## config.mk

```make
export PLATFORM = sky130hd
export DESIGN_NAME = node_processor_register_port
export DESIGN_NICKNAME = d
export VERILOG_FILES = /design/src/host_port_pkg.sv /design/src/node_processor_register_port.sv /design/src/host_cycle_ctrl.sv
export SDC_FILE = /design/constraint.sdc
export NUM_CORES = 1
export LEC_CHECK = 0
export ABC_AREA = 1
export BUFFER_PORTS_ARGS = -buffer_cell sky130_fd_sc_hd__buf_2
export CAP_MARGIN = 20
export CORE_MARGIN = 2
export CORE_UTILIZATION = 30
export DETAILED_ROUTE_END_ITERATION = 7
export GPL_ROUTABILITY_DRIVEN = 1
export SETUP_SLACK_MARGIN = 0.5
export SLEW_MARGIN = 10
export SYNTH_ARGS = -nofsm -noshare
export SYNTH_HDL_FRONTEND = slang
export SYNTH_SLANG_ARGS = --single-unit
```

## constraint.sdc

```tcl
create_clock -name i_clk -period 10.7 [get_ports i_clk]
set_input_delay 1.605 -clock i_clk [delete_from_list [all_inputs] [get_ports i_clk]]
set_output_delay 1.605 -clock i_clk [all_outputs]
set_load 0.02 [all_outputs]
```

## src/host_port_pkg.sv

```systemverilog
// shared constants for the node processor register port
package host_port_pkg;
   localparam int ADDR_W = 5;
   localparam int DATA_W = 16;
   localparam int NUM_RW = 14;
   localparam int NUM_CTR = 3;
   localparam int CONN_W = 4;

   // register word addresses
   localparam logic [4:0] ADDR_CONTROL_A = 5'h00;
   localparam logic [4:0] ADDR_CONTROL_B = 5'h01;
   localparam logic [4:0] ADDR_INTERRUPT_ENABLE_MASK = 5'h02;
   localparam logic [4:0] ADDR_TRANSMIT_SIGNAL_BITS = 5'h03;
   localparam logic [4:0] ADDR_SIGNAL_BITS_COUNT = 5'h04;
   localparam logic [4:0] ADDR_ERROR_LIMIT = 5'h05;
   localparam logic [4:0] ADDR_CONNECT_MIN_TIME = 5'h06;
   localparam logic [4:0] ADDR_LINE_STATE_MIN_TIME = 5'h07;
   localparam logic [4:0] ADDR_BREAK_MIN_TIME = 5'h08;
   localparam logic [4:0] ADDR_TIMEOUT_VALUE = 5'h09;
   localparam logic [4:0] ADDR_CONTROL_C = 5'h0a;
   localparam logic [4:0] ADDR_CONFIDENCE_TEST_LENGTH = 5'h0b;
   localparam logic [4:0] ADDR_CLEANUP_TIME = 5'h0c;
   localparam logic [4:0] ADDR_NOISE_LIMIT = 5'h0d;
   localparam logic [4:0] ADDR_PERIOD_TIMER_LOAD = 5'h0e;
   localparam logic [4:0] ADDR_NOISE_TIMER_LOAD = 5'h0f;
   localparam logic [4:0] ADDR_STATUS_A = 5'h10;
   localparam logic [4:0] ADDR_STATUS_B = 5'h11;
   localparam logic [4:0] ADDR_PERIOD_TIMER_VALUE = 5'h12;
   localparam logic [4:0] ADDR_NOISE_TIMER_VALUE = 5'h13;
   localparam logic [4:0] ADDR_CLOCK_DIVIDER_VALUE = 5'h14;
   localparam logic [4:0] ADDR_SELF_TEST_RESULT = 5'h15;
   localparam logic [4:0] ADDR_RECEIVED_SIGNAL_BITS = 5'h16;
   localparam logic [4:0] ADDR_EVENT_FLAGS = 5'h17;
   localparam logic [4:0] ADDR_BAD_SYMBOL_COUNT = 5'h18;
   localparam logic [4:0] ADDR_SHORT_GAP_COUNT = 5'h19;
   localparam logic [4:0] ADDR_LINK_FAULT_COUNT = 5'h1a;

   // field positions
   localparam int UNKNOWN_STATE_BIT = 8;
   localparam int SIGNALLING_ACTIVE_BIT = 8;
   localparam int HOST_ERROR_BIT = 0;
   localparam int SCRAMBLE_CTRL_BIT = 0;
   localparam int NOISE_TIMER_BIT = 14;
   // control_a bits writable only in off or service state
   localparam logic [15:0] CONTROL_A_GUARDED = 16'h3000;
   // reserved top bit of control_a reads zero
   localparam logic [15:0] CONTROL_A_USED = 16'h7fff;

   // connection management state codes seen on i_conn_state
   localparam logic [3:0] CONN_OFF = 4'h0;
   localparam logic [3:0] CONN_SERVICE = 4'h9;

   localparam logic [15:0] ZERO_WORD = 16'h0000;
   localparam logic [15:0] ONE_WORD = 16'h0001;
   localparam logic [15:0] FULL_WORD = 16'hffff;
endpackage

```

## src/node_processor_register_port.sv

```systemverilog
// register port of the line controller: register file, counters, pins
`timescale 1ns/1ps
// How it works
// - unknown-state pin follows the unknown-state flag of status_a.
// - scrambling on when pin high, else control_c bit 0 decides.
// - all port signals sampled on rising edge of the port clock.
// - reads change nothing except clearing event flags and three counters.
// - first edge seeing select low samples address and read/write line.
// - data bus driven no sooner than half a clock after that edge.
// - read data valid from second edge until second edge after deselect.
// - bus released within half a clock after that second edge.
// - each later edge still seeing select low extends valid data one period.
// - bad or ill-timed writes set host-error flag, register unchanged.
// - one register write per selection; deselect has no other effect.
// - twenty-seven 16-bit registers at word addresses 00 to 1a.
// - vector writes need idle signalling; timer loads need service state.
// - control_a readable, writable and fully cleared by reset.
// - guarded control_a bits change only in off or service state.
// - interrupt output stays low until event flags are read.
module node_processor_register_port (
   input wire logic i_clk,
   input wire logic i_sys_rst,
   input wire logic i_clk_en,
   input wire logic i_cs_n,
   input wire logic [host_port_pkg::ADDR_W-1:0] i_host_address_bus,
   input wire logic i_host_read_write,
   input wire logic [host_port_pkg::DATA_W-1:0] i_host_data_bus,
   output logic [host_port_pkg::DATA_W-1:0] o_host_data_bus,
   output logic o_host_data_bus_en_n,
   output logic o_irq_n,
   input wire logic i_scrambler_enable_pin,
   output logic o_scrambler_on,
   output logic o_unknown_state_pin,
   input wire logic [host_port_pkg::CONN_W-1:0] i_conn_state,
   input wire logic [host_port_pkg::DATA_W-1:0] i_status_a,
   input wire logic [host_port_pkg::DATA_W-1:0] i_status_b,
   input wire logic [host_port_pkg::DATA_W-1:0] i_period_timer_value,
   input wire logic [host_port_pkg::DATA_W-1:0] i_noise_timer_value,
   input wire logic [host_port_pkg::DATA_W-1:0] i_clock_divider_value,
   input wire logic [host_port_pkg::DATA_W-1:0] i_self_test_result,
   input wire logic [host_port_pkg::DATA_W-1:0] i_received_signal_bits,
   input wire logic [host_port_pkg::DATA_W-1:0] i_event_set,
   input wire logic [host_port_pkg::NUM_CTR-1:0] i_count_inc,
   output logic [host_port_pkg::DATA_W-1:0] o_control_a,
   output logic [host_port_pkg::DATA_W-1:0] o_control_b,
   output logic [host_port_pkg::DATA_W-1:0] o_control_c,
   output logic [host_port_pkg::DATA_W-1:0] o_period_timer_load,
   output logic o_period_timer_load_stb,
   output logic [host_port_pkg::DATA_W-1:0] o_noise_timer_load,
   output logic o_noise_timer_load_stb
);
   import host_port_pkg::*;

   logic start;
   logic write_edge;
   logic in_access;
   logic in_tail;
   logic finish;
   logic [ADDR_W-1:0] addr_q;
   logic [DATA_W-1:0] rw_regs_q [NUM_RW];
   logic [DATA_W-1:0] event_flags_q;
   logic [DATA_W-1:0] counts_q [NUM_CTR];
   logic [DATA_W-1:0] read_word;
   logic scram_meta_q;
   logic scram_sync_q;
   logic service_state;
   logic conn_quiet;
   logic signalling_active_flag;
   logic write_ok;
   logic write_err;
   logic read_events;
   logic [NUM_CTR-1:0] read_count;

   // sequencing of each host cycle
   host_cycle_ctrl u_cycle (
      .i_clk(i_clk),
      .i_sys_rst(i_sys_rst),
      .i_clk_en(i_clk_en),
      .i_cs_n(i_cs_n),
      .i_read(i_host_read_write),
      .o_start(start),
      .o_write_edge(write_edge),
      .o_access(in_access),
      .o_tail(in_tail),
      .o_finish(finish)
   );

   // address latched at the edge where select is first seen
   always_ff @(posedge i_clk or posedge i_sys_rst) begin
      if (i_sys_rst) begin
         addr_q <= ADDR_CONTROL_A;
      end else if (i_clk_en && start) begin
         addr_q <= i_host_address_bus;
      end
   end

   assign service_state = (i_conn_state == CONN_SERVICE);
   assign conn_quiet = (i_conn_state == CONN_OFF) || service_state;
   assign signalling_active_flag = i_status_b[SIGNALLING_ACTIVE_BIT];

   // write permission per address; unmapped addresses count as read-only
   always_comb begin
      write_ok = 1'b0;
      if (addr_q <= ADDR_NOISE_LIMIT) begin
         write_ok = 1'b1;
         if (addr_q == ADDR_TRANSMIT_SIGNAL_BITS || addr_q == ADDR_SIGNAL_BITS_COUNT) begin
            write_ok = !signalling_active_flag;
         end
      end else if (addr_q == ADDR_PERIOD_TIMER_LOAD) begin
         write_ok = service_state;
      end else if (addr_q == ADDR_NOISE_TIMER_LOAD) begin
         write_ok = service_state && !rw_regs_q[0][NOISE_TIMER_BIT];
      end
   end

   assign write_err = write_edge && !write_ok;

   // clear-on-read strobes taken at the sampling edge of a read
   assign read_events = start && i_host_read_write && (i_host_address_bus == ADDR_EVENT_FLAGS);

   // read-write registers; control_a guarded bits need a quiet connection
   for (genvar r = 0; r < NUM_RW; r++) begin : g_rw
      logic [DATA_W-1:0] keep_mask;
      assign keep_mask = (r == 0) ? (conn_quiet ? ZERO_WORD : CONTROL_A_GUARDED) : ZERO_WORD;
      always_ff @(posedge i_clk or posedge i_sys_rst) begin
         if (i_sys_rst) begin
            rw_regs_q[r] <= ZERO_WORD;
         end else if (i_clk_en && write_edge && write_ok && addr_q == ADDR_W'(r)) begin
            rw_regs_q[r] <= ((i_host_data_bus & ~keep_mask) | (rw_regs_q[r] & keep_mask))
               & ((r == 0) ? CONTROL_A_USED : FULL_WORD);
         end
      end
   end

   // timer load words and one-cycle load strobes
   always_ff @(posedge i_clk or posedge i_sys_rst) begin
      if (i_sys_rst) begin
         o_period_timer_load <= ZERO_WORD;
         o_period_timer_load_stb <= 1'b0;
         o_noise_timer_load <= ZERO_WORD;
         o_noise_timer_load_stb <= 1'b0;
      end else if (i_clk_en) begin
         o_period_timer_load_stb <= 1'b0;
         o_noise_timer_load_stb <= 1'b0;
         if (write_edge && write_ok && addr_q == ADDR_PERIOD_TIMER_LOAD) begin
            o_period_timer_load <= i_host_data_bus;
            o_period_timer_load_stb <= 1'b1;
         end
         if (write_edge && write_ok && addr_q == ADDR_NOISE_TIMER_LOAD) begin
            o_noise_timer_load <= i_host_data_bus;
            o_noise_timer_load_stb <= 1'b1;
         end
      end
   end

   // sticky events; a new event in the clearing cycle survives
   always_ff @(posedge i_clk or posedge i_sys_rst) begin
      if (i_sys_rst) begin
         event_flags_q <= ZERO_WORD;
      end else if (i_clk_en) begin
         event_flags_q <= (read_events ? ZERO_WORD : event_flags_q) | i_event_set;
         if (write_err) begin
            event_flags_q[HOST_ERROR_BIT] <= 1'b1;
         end
      end
   end

   // error and gap counters, saturating, cleared when read
   for (genvar c = 0; c < NUM_CTR; c++) begin : g_ctr
      assign read_count[c] = start && i_host_read_write
         && (i_host_address_bus == ADDR_BAD_SYMBOL_COUNT + ADDR_W'(c));
      always_ff @(posedge i_clk or posedge i_sys_rst) begin
         if (i_sys_rst) begin
            counts_q[c] <= ZERO_WORD;
         end else if (i_clk_en) begin
            if (read_count[c]) begin
               counts_q[c] <= i_count_inc[c] ? ONE_WORD : ZERO_WORD;
            end else if (i_count_inc[c] && counts_q[c] != FULL_WORD) begin
               counts_q[c] <= counts_q[c] + ONE_WORD;
            end
         end
      end

   end

   // read multiplexer on the live address; write-only words read zero
   always_comb begin
      read_word = ZERO_WORD;
      if (i_host_address_bus <= ADDR_NOISE_LIMIT) begin
         read_word = rw_regs_q[i_host_address_bus[3:0]];
      end else begin
         case (i_host_address_bus)
            ADDR_STATUS_A: read_word = i_status_a;
            ADDR_STATUS_B: read_word = i_status_b;
            ADDR_PERIOD_TIMER_VALUE: read_word = i_period_timer_value;
            ADDR_NOISE_TIMER_VALUE: read_word = i_noise_timer_value;
            ADDR_CLOCK_DIVIDER_VALUE: read_word = i_clock_divider_value;
            ADDR_SELF_TEST_RESULT: read_word = i_self_test_result;
            ADDR_RECEIVED_SIGNAL_BITS: read_word = i_received_signal_bits;
            ADDR_EVENT_FLAGS: read_word = event_flags_q;
            ADDR_BAD_SYMBOL_COUNT: read_word = counts_q[0];
            ADDR_SHORT_GAP_COUNT: read_word = counts_q[1];
            ADDR_LINK_FAULT_COUNT: read_word = counts_q[2];
            default: read_word = ZERO_WORD;
         endcase
      end
   end

   // bus drive begins after the sampling edge, so the old driver has let go
   always_ff @(posedge i_clk or posedge i_sys_rst) begin
      if (i_sys_rst) begin
         o_host_data_bus <= ZERO_WORD;
         o_host_data_bus_en_n <= 1'b1;
      end else if (i_clk_en) begin
         if (start && i_host_read_write) begin
            o_host_data_bus <= read_word;
            o_host_data_bus_en_n <= 1'b0;
         end else if (finish) begin
            o_host_data_bus_en_n <= 1'b1;
         end
      end
   end

   // pin synchroniser and output pins
   always_ff @(posedge i_clk or posedge i_sys_rst) begin
      if (i_sys_rst) begin
         scram_meta_q <= 1'b0;
         scram_sync_q <= 1'b0;
         o_scrambler_on <= 1'b0;
         o_unknown_state_pin <= 1'b0;
         o_irq_n <= 1'b1;
      end else if (i_clk_en) begin
         scram_meta_q <= i_scrambler_enable_pin;
         scram_sync_q <= scram_meta_q;
         o_scrambler_on <= scram_sync_q || rw_regs_q[10][SCRAMBLE_CTRL_BIT];
         o_unknown_state_pin <= i_status_a[UNKNOWN_STATE_BIT];
         o_irq_n <= !(|(event_flags_q & rw_regs_q[2]));
      end
   end

   assign o_control_a = rw_regs_q[0];
   assign o_control_b = rw_regs_q[1];
   assign o_control_c = rw_regs_q[10];
endmodule

```

## src/host_cycle_ctrl.sv

```systemverilog
// cycle sequencer for the synchronous host port: start, write edge, tail
`timescale 1ns/1ps
module host_cycle_ctrl (
   input wire logic i_clk,
   input wire logic i_sys_rst,
   input wire logic i_clk_en,
   input wire logic i_cs_n,
   input wire logic i_read,
   output logic o_start,
   output logic o_write_edge,
   output logic o_access,
   output logic o_tail,
   output logic o_finish
);
   import host_port_pkg::*;

   typedef enum logic [1:0] {
      IDLE,
      ACCESS,
      TAIL
   } cycle_state_t;

   cycle_state_t state_q;
   logic first_q;
   logic read_q;

   // start only from idle; a select still low in the tail waits its turn
   assign o_start = (state_q == IDLE) && !i_cs_n;
   assign o_write_edge = (state_q == ACCESS) && first_q && !read_q;
   assign o_access = (state_q == ACCESS);
   assign o_tail = (state_q == TAIL);
   assign o_finish = (state_q == TAIL);

   // sequence: select seen -> access until select high -> one tail edge
   always_ff @(posedge i_clk or posedge i_sys_rst) begin
      if (i_sys_rst) begin
         state_q <= IDLE;
      end else if (i_clk_en) begin
         case (state_q)
            IDLE: begin
               if (!i_cs_n) begin
                  state_q <= ACCESS;
               end
            end
            ACCESS: begin
               if (i_cs_n) begin
                  state_q <= TAIL;
               end
            end
            TAIL: begin
               state_q <= IDLE;
            end
            default: begin
               state_q <= IDLE;
            end
         endcase
      end
   end

   // first access edge is the one write edge of a selection
   always_ff @(posedge i_clk or posedge i_sys_rst) begin
      if (i_sys_rst) begin
         first_q <= 1'b0;
         read_q <= 1'b1;
      end else if (i_clk_en) begin
         first_q <= o_start;
         if (o_start) begin
            read_q <= i_read;
         end
      end
   end
endmodule

```

==> run_results.csv <==
group,metric,value,unit
die,starting_density_of_the_core,0.302,
grt,grt_antenna_before_repair,0,
power,netSwitchingPower,0.00115,W
min_path,hold_path.startpoint,"o_irq_n$_DFFE_PP1P_",
logic_synthesis,synth_top_family_by_area,"simple AND/OR/NAND/NOR gates",
sta,setup_viol,0,
logic_synthesis,yosysSeqAreaShare,0.456,
sta,finalHoldWorstSlack,0.472,ns
sta,rsz0062_at_grt,"no",
clocking,ctsRootBufferMaster,"sky130_fd_sc_hd__clkbuf_16",
clocking,clock_tree.htree_level_count,2,
placement,hpwl_detailed,47800,µm
clocking,cts_tree,"done",
logic_synthesis,synth_compound_gate_area_share,0.0882,
min_path,worstHoldPathType,"register to register",
critical_path,max_stage_delay,0.84,ns
logic_synthesis,per_instance_average_area_after_synthesis,7.15,µm²
min_path,min_to,"o_irq_n$_DFFE_PP1P_",
logic_synthesis,dominant_cell_type_by_area_after_synthesis,"sky130_fd_sc_hd__dfrtp_1",
run,maxCapViolations,0,
critical_path,setup.reg_to_reg.worst_slack,7.73,ns
power,pwr-share-comb,0.171,
logic_synthesis,synth_simple_gate_area_share,0.354,
power,swShare,0.321,
power,clockPowerShare,0.376,
sta,final_period_minus_worst_setup_slack,4.64,ns
clocking,clk-insertion-delay-late,0.58,ns
logic_synthesis,synth.most_common_cell,"sky130_fd_sc_hd__nand2_1",
routing,post_drt_via_cell_ratio,4.85,
sta,final-max-slew-violation-count,0,
final_layout,fin_cells,3719,
sta,timing.max_slew.rel_slack,0.295,
final_layout,final_util,0.343,
clocking,clk_transition_reported_paths,0.06,ns
logic_synthesis,mappedNetlistNets,2869,
routing,first_iter_violations,1743,
die,boundaryPins,264,
grt,grt_pass1_wl,103000,µm
grt,global_route.overflow_total,0,
logic_synthesis,synth_xor_area_frac,0.0140,
power,leakage,11.8,nW
power,vdd_ir_drop_max,0.0969,mV
sta,timing.setup.tns,0,ns
placement,routabilityCongestion,0.961,
logic_synthesis,count_of_flip_flops_with_a_built_in_enable_after_synthesis,0,
power,cell_internal_pwr,0.00243,W
final_layout,layout.filler_cells,6900,
routing,post_drt_wl_per_cell,18.3,µm
critical_path,arrival,5.14,ns
routing,detail-route-antenna-nets,0,
status,outcome,"completed",
logic_synthesis,postSynth.asyncResetShare,1.00,
sta,worst_pin_slew,1.05,ns
sta,achievable-frequency,0.216,GHz
placement,io_buffers,262,
critical_path,worstPathRequired,11.21,ns
critical_path,worst-setup-path-type,"primary input to register",
routing,drt-total-wl,68100,µm
sta,skew_final,0.0213,ns
clocking,worst_case_clock_buffer_depth,3,
logic_synthesis,synth_largest_type_area_fraction,0.452,
clocking,holdBufCountCts,0,
logic_synthesis,synthesis.yosys.warnings,0,
critical_path,crit_path_cell_trace,"buf_4, clkinv_2, buf_4, buf_4, nand3_1, nor2_1, nand2_1, nand2_1, nor2_1, nand2_1, nor2_1, nand2_1, nand2_1, nand2_1",
critical_path,reg2regPathDepth,7,
die,die_y,258,µm
critical_path,critPathMostFrequentCell,"sky130_fd_sc_hd__nand2_1",
routing,remaining_drc_errors,0,
clocking,cts.sink_count,352,
logic_synthesis,synth_top_flop_cell,"sky130_fd_sc_hd__dfrtp_1",
final_layout,multiInputGateArea,8870,µm²
grt,first_global_vias,16900,
die,row_count,93,
die,die_area,66500,µm²
power,power_density,162,nW/µm²
sta,post-route-period-util,0.433,
routing,drt-pass1-iter-count,5,
final_layout,seqCellArea,8810,µm²
final_layout,final_nets,2999,
logic_synthesis,ys_top_cells_by_area,"sky130_fd_sc_hd__dfrtp_1 45%, sky130_fd_sc_hd__nand2_1 24%, sky130_fd_sc_hd__nor2_1 4.8%",
clocking,cts_setup_buffers,0,
grt,track_usage,0.201,
logic_synthesis,ys_top_cells_by_count,"1246 x sky130_fd_sc_hd__nand2_1, 349 x sky130_fd_sc_hd__dfrtp_1, 245 x sky130_fd_sc_hd__nor2_1",
logic_synthesis,post_synth_num_cell_types,37,
routing,vias,18000,
critical_path,crit_path_max_fanout,58,
final_layout,flow.area_growth_from_synthesis,13.7,%
clocking,cts_resized,0,
critical_path,r2r-start,"u_cycle.state_q[0]$_DFFE_PP0P_",
final_layout,layout-drive-gt1-share,0.149,
grt,grt_start_max_net_pins,152,
critical_path,capture_point_of_the_worst_reg_to_reg_path,"counts_q[38]$_DFFE_PP0P_",
logic_synthesis,total_of_flip_flops_plus_latches_after_synthesis,352,
logic_synthesis,post_synth_instance_area,19300,µm²
critical_path,critical_path_top_delay_cell,"sky130_fd_sc_hd__nor2_1",
placement,dp_cells,3645,
min_path,whs_path_depth,2,
logic_synthesis,synth_adder_area_share,0.00194,
power,pwr-share-seq,0.453,
die,die_width,258,µm
clocking,numCtsBuffers,39,
critical_path,endpoint_kind,"register",
die,core_region_area,64100,µm²
logic_synthesis,portion_of_netlist_area_occupied_by_mux_cells,0,
logic_synthesis,synthesis.instances,2704,
sta,hold_viol_final,0,
critical_path,critPathLaunchType,"primary input",
## power groups by stage
stage | registers [W] | logic (W) | clock network, W
after global placement | 0.00164 | 0.000605 | 0
after detailed placement | 0.00164 | 0.000612 | 0
after floorplan | 0.00162 | 0.000403 | 0
after CTS | 0.00162 | 0.000614 | 0.00136
final | 0.00162 | 0.000610 | 0.00134
after global routing | 0.00164 | 0.000686 | 0.00142
## area by class of cell
type                    instances  share of cell area
multi-input cells            2038               0.404
diodes                          1            0.000114
clock buffers                  61              0.0518
inverters                     118              0.0204
clock inverters                 9             0.00501
flip-flops and latches        352               0.401
well taps                     855              0.0487
repair buffers                285              0.0695
## cells in the final DEF, fill, tap and decap left out, types with 3 or more instances in the layout
cell type,n
sky130_fd_sc_hd__nor2_2,8
sky130_fd_sc_hd__o21ai_2,52
sky130_fd_sc_hd__nand3_1,103
sky130_fd_sc_hd__dfstp_2,3
sky130_fd_sc_hd__nand2_4,10
sky130_fd_sc_hd__clkbuf_1,14
sky130_fd_sc_hd__xor2_1,28
sky130_fd_sc_hd__clkbuf_8,8
sky130_fd_sc_hd__inv_1,113
sky130_fd_sc_hd__buf_2,261
sky130_fd_sc_hd__clkbuf_16,40
sky130_fd_sc_hd__o21ai_1,113
sky130_fd_sc_hd__nor2_1,242
sky130_fd_sc_hd__ha_1,3
sky130_fd_sc_hd__dfrtp_1,349
sky130_fd_sc_hd__nand2_1,1246
sky130_fd_sc_hd__inv_2,3
sky130_fd_sc_hd__clkinv_2,6
sky130_fd_sc_hd__o21ai_0,127
sky130_fd_sc_hd__a21oi_1,3
sky130_fd_sc_hd__nor3_1,24
sky130_fd_sc_hd__nand4_1,55
sky130_fd_sc_hd__xnor2_1,3
sky130_fd_sc_hd__buf_4,20
## through the flow
step	power [W]	worst slack (ns)	instance area (µm²)
global route	0.00374	5.79	22000
detailed placement	0.00225	5.49	20700
global placement	0.00225	5.54	20700
floorplan	0.00202	4.38	19300
finish	0.00357	6.06	22000
CTS	0.00359	6.08	21900
## worst max-delay path by stage
stage | from | end | slack [ns]
after floorplan | i_sys_rst | asynchronous set/reset pin | 4.38
after global placement | i_host_address_bus[0] | o_host_data_bus[13]$_DFFE_PP0P_ | 5.54
after detailed placement | i_host_address_bus[0] | o_host_data_bus[13]$_DFFE_PP0P_ | 5.49
after CTS | i_host_address_bus[0] | o_host_data_bus[13]$_DFFE_PP0P_ | 6.08
after global routing | i_host_address_bus[0] | o_host_data_bus[6]$_DFFE_PP0P_ | 5.79
final | i_host_address_bus[0] | o_host_data_bus[13]$_DFFE_PP0P_ | 6.06
## registers in the layout, indices dropped and copies added (netlist names), 16 cells and up, named ones only
| name | count |
|---|---|
| o_noise_timer_load | 16 |
| o_control_b | 16 |
| o_host_data_bus | 16 |
| o_period_timer_load | 16 |
| event_flags_q | 16 |
| o_control_c | 16 |
| rw_regs_q | 176 |
| counts_q | 48 |
## per-layer routing
| metal | wire, µm | track usage |
|---|---|---|
| met1 | 30600 | 0.282 |
| met2 | 29700 | 0.303 |
| met3 | 5300 | 0.0425 |
| met4 | 2460 | 0.0737 |
| met5 | 0 | 0 |
## critical path, delay by kind of cell
family | cells | cell delay (ns)
AND/OR/NAND/NOR | 10 | 1.68
buffers and inverters | 4 | 1.76
## cells by family after synthesis
kind of cell	count (synthesis)
AOI/OAI and AO/OA	300
xor gates and xnor gates	31
adders and majority gates	3
buffers and inverters	314
DFF	352
other	1
and+or+nand+nor	1703
No activity file was read; power rests on OpenSTA's default activity.
